--- config.mk ---
export PLATFORM = sky130hd
export DESIGN_NAME = cam_instruction_decoder
export DESIGN_NICKNAME = d
export VERILOG_FILES = /design/src/core/cam_decode_pkg.sv /design/src/core/cam_instruction_decoder.sv
export SDC_FILE = /design/constraint.sdc
export NUM_CORES = 1
export LEC_CHECK = 0
export CAP_MARGIN = 25
export CORE_ASPECT_RATIO = 1.4
export CORE_UTILIZATION = 61
export CTS_CLUSTER_SIZE = 12
export DETAILED_ROUTE_END_ITERATION = 12
export DONT_BUFFER_PORTS = 1
export PLACE_DENSITY_LB_ADDON = 0.3
export SLEW_MARGIN = 20
export SYNTH_ARGS = -nofsm -noshare
export SYNTH_HDL_FRONTEND = slang
export SYNTH_SLANG_ARGS = --single-unit
--- constraint.sdc ---
create_clock -name clk -period 0.9 [get_ports clk]
set_clock_uncertainty 0.05 [all_clocks]
set_input_delay 0.18 -clock clk [delete_from_list [all_inputs] [get_ports clk]]
set_output_delay 0.18 -clock clk [all_outputs]
set_load 0.005 [all_outputs]
--- src/core/cam_decode_pkg.sv ---
// Opcode fields, operand encodings and the decoded-operation carrier.
// Assumes a host that presents one 16-bit instruction word per strobe.
package cam_decode_pkg;

  // ************************************************************
  // Instruction word layout
  // ************************************************************
  localparam int INSTR_W = 16;
  localparam int GROUP_HI = 15;
  localparam int GROUP_LO = 8;
  localparam int MASK1_BIT = 6;
  localparam int MASK2_BIT = 7;
  localparam int LOW_HI = 5;
  localparam int LOW_LO = 0;

  // ************************************************************
  // Group codes
  // ************************************************************
  localparam logic [7:0] GRP_PDEST = 8'h01;
  localparam logic [7:0] GRP_PDEST_DIR = 8'h09;
  localparam logic [7:0] GRP_MOVE = 8'h03;
  localparam logic [7:0] GRP_MOVE_DIR = 8'h0b;
  localparam logic [7:0] GRP_VALIDITY = 8'h04;

  // ************************************************************
  // Low-field codes
  // ************************************************************
  localparam logic [5:0] LOW_AT_PTR_BASE = 6'h24;
  localparam logic [5:0] LOW_TOP_VALID = 6'h2c;
  localparam logic [5:0] LOW_VAL_MASK = 6'h3c;
  localparam logic [2:0] DST_KEY = 3'h0;
  localparam logic [2:0] DST_MASK1 = 3'h1;
  localparam logic [2:0] DST_MASK2 = 3'h2;
  localparam logic [2:0] DST_PTR_MEM = 3'h4;
  localparam logic [2:0] DST_VACANT = 3'h6;
  localparam logic [1:0] SRC_MAX = 2'h2;

  typedef enum logic [2:0] {
    OP_NONE, OP_PERSIST_DEST, OP_TRANSFER, OP_VALIDITY_SET, OP_ILLEGAL
  } op_kind_e;

  typedef enum logic [2:0] {
    LOC_NONE, LOC_MATCH_KEY, LOC_FIRST_MASK, LOC_SECOND_MASK,
    LOC_ADDRESS_POINTER, LOC_DIRECT_ADDR, LOC_TOP_MATCH_SLOT, LOC_NEXT_VACANT_SLOT
  } loc_e;

  typedef enum logic [1:0] {
    MSK_NONE, MSK_FIRST, MSK_SECOND
  } mask_sel_e;

  // Skip bit above empty bit: valid, empty, skip, random access.
  typedef enum logic [1:0] {
    VAL_VALID, VAL_EMPTY, VAL_SKIP, VAL_RANDOM
  } validity_e;

  typedef struct packed {
    op_kind_e kind;
    loc_e dst;
    loc_e src;
    mask_sel_e mask;
    validity_e validity;
    logic set_validity;
  } decoded_s;

endpackage

--- src/core/cam_instruction_decoder.sv ---
// Decoder that turns host instruction words into internal CAM operations.
// Assumes instr_valid is a one-cycle strobe synchronous to clk.
`timescale 1ns/1ps

// Overview of operation
// - 0124/0164/01A4: pointer entry valid destination
// - 0127/0167/01A7: pointer entry random destination
// - 0924/0964/09A4: direct entry valid destination
// - 0925/0965/09A5: direct entry empty destination
// - 0926/0966/09A6: direct entry skip destination
// - 0927/0967/09A7: direct entry random destination
// - 012C/016C/01AC: top match valid destination
// - 0304/0344/0384: key from pointer entry
// - 0305/0345/0385: key from top match
// - First mask loads; 0309 is no operation
// - Second mask loads; 0312 is no operation
// - Pointer entry writes, optional valid mark
// - Next vacant entry writes, optional valid mark
// - 0424-0427 set pointer entry validity
module cam_instruction_decoder (
  input wire logic clk,
  input wire logic rst_n,
  input wire logic instr_valid,
  input wire logic [cam_decode_pkg::INSTR_W-1:0] instr,
  output logic op_valid,
  output cam_decode_pkg::decoded_s op
);

  // ************************************************************
  // Decode
  // ************************************************************
  function automatic cam_decode_pkg::loc_e reg_loc(input logic [1:0] idx);
    reg_loc = (idx == 2'h0) ? cam_decode_pkg::LOC_MATCH_KEY :
              (idx == 2'h1) ? cam_decode_pkg::LOC_FIRST_MASK :
                              cam_decode_pkg::LOC_SECOND_MASK;
  endfunction

  function automatic cam_decode_pkg::decoded_s decode(
    input logic [cam_decode_pkg::INSTR_W-1:0] w);
    cam_decode_pkg::decoded_s d;
    logic [7:0] grp;
    logic [5:0] low;
    logic [2:0] dsel;
    logic maskable;
    d = '0;
    grp = w[cam_decode_pkg::GROUP_HI:cam_decode_pkg::GROUP_LO];
    low = w[cam_decode_pkg::LOW_HI:cam_decode_pkg::LOW_LO];
    dsel = low[5:3];
    maskable = 1'b0;
    d.kind = cam_decode_pkg::OP_ILLEGAL;
    d.mask = cam_decode_pkg::MSK_NONE;
    // Both select bits together name no mask and are refused.
    if (w[cam_decode_pkg::MASK1_BIT]) begin
      d.mask = cam_decode_pkg::MSK_FIRST;
    end else if (w[cam_decode_pkg::MASK2_BIT]) begin
      d.mask = cam_decode_pkg::MSK_SECOND;
    end
    d.validity = cam_decode_pkg::validity_e'(low[1:0]);
    if (grp == cam_decode_pkg::GRP_PDEST || grp == cam_decode_pkg::GRP_PDEST_DIR) begin
      maskable = 1'b1;
      d.set_validity = 1'b1;
      if ((low & cam_decode_pkg::LOW_VAL_MASK) == cam_decode_pkg::LOW_AT_PTR_BASE) begin
        d.kind = cam_decode_pkg::OP_PERSIST_DEST;
        d.dst = (grp == cam_decode_pkg::GRP_PDEST) ? cam_decode_pkg::LOC_ADDRESS_POINTER :
                                                     cam_decode_pkg::LOC_DIRECT_ADDR;
        // Empty and skip at the pointer belong to neighbouring text and stay refused.
        if (grp == cam_decode_pkg::GRP_PDEST &&
            (d.validity == cam_decode_pkg::VAL_EMPTY || d.validity == cam_decode_pkg::VAL_SKIP)) begin
          d.kind = cam_decode_pkg::OP_ILLEGAL;
        end
      end else if (low == cam_decode_pkg::LOW_TOP_VALID && grp == cam_decode_pkg::GRP_PDEST) begin
        d.kind = cam_decode_pkg::OP_PERSIST_DEST;
        d.dst = cam_decode_pkg::LOC_TOP_MATCH_SLOT;
        d.validity = cam_decode_pkg::VAL_VALID;
      end
    end else if (grp == cam_decode_pkg::GRP_MOVE || grp == cam_decode_pkg::GRP_MOVE_DIR) begin
      d.kind = cam_decode_pkg::OP_TRANSFER;
      if (dsel <= cam_decode_pkg::DST_MASK2) begin
        d.dst = reg_loc(dsel[1:0]);
        if (low[2]) begin
          // Direct-address source exists only under the 0B prefix.
          if (grp == cam_decode_pkg::GRP_MOVE_DIR) begin
            d.src = cam_decode_pkg::LOC_DIRECT_ADDR;
            if (low[1:0] != 2'h0) d.kind = cam_decode_pkg::OP_ILLEGAL;
          end else begin
            d.src = low[0] ? cam_decode_pkg::LOC_TOP_MATCH_SLOT :
                             cam_decode_pkg::LOC_ADDRESS_POINTER;
            if (low[1]) d.kind = cam_decode_pkg::OP_ILLEGAL;
          end
          maskable = (dsel == cam_decode_pkg::DST_KEY);
        end else if (grp == cam_decode_pkg::GRP_MOVE_DIR || low[1:0] > cam_decode_pkg::SRC_MAX) begin
          d.kind = cam_decode_pkg::OP_ILLEGAL;
        end else if (low[1:0] == dsel[1:0]) begin
          d.kind = cam_decode_pkg::OP_NONE;
        end else begin
          d.src = reg_loc(low[1:0]);
        end
      end else if ((dsel == cam_decode_pkg::DST_PTR_MEM || dsel == cam_decode_pkg::DST_VACANT) &&
                   grp == cam_decode_pkg::GRP_MOVE && low[1:0] <= cam_decode_pkg::SRC_MAX) begin
        d.dst = (dsel == cam_decode_pkg::DST_PTR_MEM) ? cam_decode_pkg::LOC_ADDRESS_POINTER :
                                                        cam_decode_pkg::LOC_NEXT_VACANT_SLOT;
        d.src = reg_loc(low[1:0]);
        d.set_validity = low[2];
        d.validity = cam_decode_pkg::VAL_VALID;
        maskable = (low[1:0] == 2'h0) && !low[2];
      end else begin
        d.kind = cam_decode_pkg::OP_ILLEGAL;
      end
    end else if (grp == cam_decode_pkg::GRP_VALIDITY &&
                 (low & cam_decode_pkg::LOW_VAL_MASK) == cam_decode_pkg::LOW_AT_PTR_BASE) begin
      d.kind = cam_decode_pkg::OP_VALIDITY_SET;
      d.dst = cam_decode_pkg::LOC_ADDRESS_POINTER;
      d.set_validity = 1'b1;
    end
    if (w[cam_decode_pkg::MASK1_BIT] && w[cam_decode_pkg::MASK2_BIT]) begin
      d.kind = cam_decode_pkg::OP_ILLEGAL;
    end
    if (d.mask != cam_decode_pkg::MSK_NONE && !maskable) begin
      d.kind = cam_decode_pkg::OP_ILLEGAL;
    end
    if (d.kind == cam_decode_pkg::OP_ILLEGAL || d.kind == cam_decode_pkg::OP_NONE) begin
      d = '{kind: d.kind, dst: cam_decode_pkg::LOC_NONE, src: cam_decode_pkg::LOC_NONE,
            mask: cam_decode_pkg::MSK_NONE, validity: cam_decode_pkg::VAL_VALID,
            set_validity: 1'b0};
    end
    decode = d;
  endfunction

  // ************************************************************
  // Output register
  // ************************************************************
  cam_decode_pkg::decoded_s op_d;
  cam_decode_pkg::decoded_s op_q;
  logic valid_d;
  logic valid_q;

  // The last decode is held so the executing logic may sample it late.
  always_comb begin
    op_d = op_q;
    valid_d = instr_valid;
    if (instr_valid) begin
      op_d = decode(instr);
    end
  end

  always_ff @(posedge clk or negedge rst_n) begin
    if (!rst_n) begin
      op_q <= '0;
      valid_q <= 1'b0;
    end else begin
      op_q <= op_d;
      valid_q <= valid_d;
    end
  end

  assign op = op_q;
  assign op_valid = valid_q;
endmodule // cam_instruction_decoder

==> flow_summary.yaml <==
global_routing:
  use_met2: 0.6695
  first_global_vias: 1234
  grt-busiest-layer: "met2"
  grt_use_met3: 0.07983
  antenna_found_initial: 0
  grt_max_degree: 16
  grt_use_total: 0.3737
  grt_pass1_wl_mm: 5.333
  overflow: 0
  gr-usage-met1: 0.3942
timing:
  finalHoldViolCount: 15
  fin_tns_setup_ns: -11.03
  drv_slew: 0
  worst_slack_ns: -0.8373
  fmax_ghz: 0.5756
  period_needed_ns: 1.737
  grt_setup_unrepaired: "true"
  setup_violations: 29
  slew_headroom: 0.5536
  worstMarginPinSlew_ns: 0.6697
  fin_hold_ws_ns: -0.07646
  min_period_over_period: 1.930
die:
  ios: 34
  initial_core_util: 0.6439
  core_um2: 1757
  rows: 18
  chipHeight_um: 52.95
  fp.dieW_um: 38.40
  dieArea_um2: 2033
worst_setup_path:
  start_kind: "input port"
  worstSetupPathType: "input port to flip-flop"
  slowest_delay_ns: 0.57
  crit_fanout: 6
  crit_slowest_cell: "or4_4"
  cp-end-kind: "flip-flop"
  worstPathArrival_ns: 1.87
  cp_cell_sequence: "or4_4, buf_4, o31ai_4, o311ai_2, and2_4, o32ai_1"
  required_ns: 1.03
run_status:
  violations: "negative hold slack, negative setup slack"
  outcome: "finished, violations left"
power_and_ir_drop:
  power_frac_seq: 0.512
  switching_share: 0.2657
  p_per_area_nw_per_um2: 862.5
  power_uw: 1324
  power_frac_comb: 0.188
  p_int_uw: 972.3
  p_switching_uw: 351.9
  irDropWorstVdd_uv: 576.5
  clkPwrFrac: 0.300
  static-leakage-power_uw: 0.0006713
final_layout:
  syn_to_final_growth_pct: 35.73
  drive_gt1_frac: 0.3797
  layout_common_cells: "buf_4, dfrtp_1, nand2_1"
  post-route-util: 0.8739
  diodes: 0
  nets: 181
  final_common_cell: "buf_4"
logic_synthesis:
  synth_edf_count: 0
  yosys_warnings: 0
  ys_ff_latch: 15
  syn_nets: 147
  synthCells: 125
  ys_seq_area_frac: 0.3319
  syn_avg_cell_area_um2: 9.049
  synth_ff_type: "dfrtp_1"
  async_flop_share: 1.000
  syn-cell-area_um2: 1131
  synth_cell_type_count: 47
clocking:
  cts_tree: "done"
  cts_made_buffers: 3
  postCtsHoldBufs: 3
  clk_latency_ns: 0.30
  clk_pin_slew_worst_paths_ns: 0.09
  cts-root-buf: "clkbuf_4"
  clkSinkCount: 15
  clockBufferDepth: 2
  cts_max_level: 1
place:
  dp_slack_ns: -1.187
  io_buffers: 0
  post-dp-hpwl_mm: 2.488
  gp_congestion: 0.8903
route:
  wl_per_cell_um: 22.40
  drtAntennaViolNets: 0
  routed_wl_mm: 3.987
  first_pass_iters: 4
  drtIter0Drc: 33
  drcViolationCount: 0
  num_vias: 1244
  via_per_inst: 6.989
hold_path:
  min-delay-path-class: "input port to asynchronous set/reset pin"
job:
  drv_cap: 0
-- timing repair --
item                       in CTS  in global routing
resized for setup              10                 15
gates cloned                    0                  0
buffers inserted                2                  6
hold endpoints to repair       20                 15
pin swaps                      15                  8
setup endpoints to repair      28                 44
-- Yosys cell counts (2+ instances only) --
library cell  count  area (um2)
a21o_1            4       30.03
a21oi_1           6       30.03
a31oi_1           2       12.51
a32o_1            4       40.04
and2_1            4       25.02
buf_6             2       22.52
clkbuf_1          2       7.510
dfrtp_1          15       375.4
ha_1              3       37.54
inv_1             9       33.78
nand2_1          10       37.54
nand2b_1          5       31.28
nand3_1           3       15.01
nor2_1            8       30.03
nor2b_1           4       25.02
nor3_1            2       10.01
nor3b_1           2       15.01
o211ai_1          3       22.52
o21ai_0           4       20.02
o22ai_1           2       12.51
o2bb2ai_1         2       17.52
o31ai_1           2       15.01
o31ai_2           2       25.02
o32ai_1           2       17.52
-- cell type report --
| type | instances | area, um2 |
|---|---|---|
| tap | 20 | 25.02 |
| sequential | 15 | 375.4 |
| inverter | 9 | 33.78 |
| timing repair buffer | 34 | 272.8 |
| fill | 83 | 221.5 |
| clock buffer | 4 | 26.28 |
| multi-input combinational | 96 | 802.0 |
-- flip-flops by register name (all words and copies together), names as in the netlist --
| name | flops |
|---|---|
| op | 14 |
| op_valid | 1 |
-- metrics by stage --
stage,area [um2],cells
after global placement,1309,163
after floorplan,1146,125
after CTS,1425,172
after detailed placement,1309,163
final,1535,178
after global routing,1535,178
-- power by group through the flow --
stage	Clock [uW]	Combinational, uW	Sequential, uW
after floorplan	0	133	691
after global placement	0	178	692
after detailed placement	0	184	692
after CTS	380	220	678
after global routing	447	270	679
final	397	249	678
-- per-layer routing --
metal | vias up | part of all wire
met3 | 23 | 0.069
li1 | 544 | -
met5 | - | 0
met1 | 585 | 0.36
met2 | 92 | 0.52
met4 | 0 | 0.052
-- worst paths after layout --
path	start	endpoint	slack, ns	cells after the start
worst min register to register	op[12]	op[12]	0.47	1
min in group clk	instr[7]	op[4]	0.01	1
worst min-delay path	rst_n	op[13]	-0.08	1
worst max-delay path	instr[12]	op[2]	-0.84	6
worst max register to register	op[13]	op[13]	0.04	2
max in group asynchronous	rst_n	op[11]	0.45	1
-- cell families after synthesis --
logic type | count (synthesis) | synth area share
AO/OA/AOI/OAI | 41 | 0.2909
adder cells (fa/ha/maj) | 3 | 0.03319
buffers and inverters | 14 | 0.06084
flip-flops | 15 | 0.3319
AND/OR/NAND/NOR | 52 | 0.2832
-- worst max-delay path, delay by kind of cell --
kind            cells  cell delay (ns)
buf+inv             1             0.17
compound gates      3             0.71
simple gates        2             0.80
Note: power is estimated with default switching activity, not from simulation.
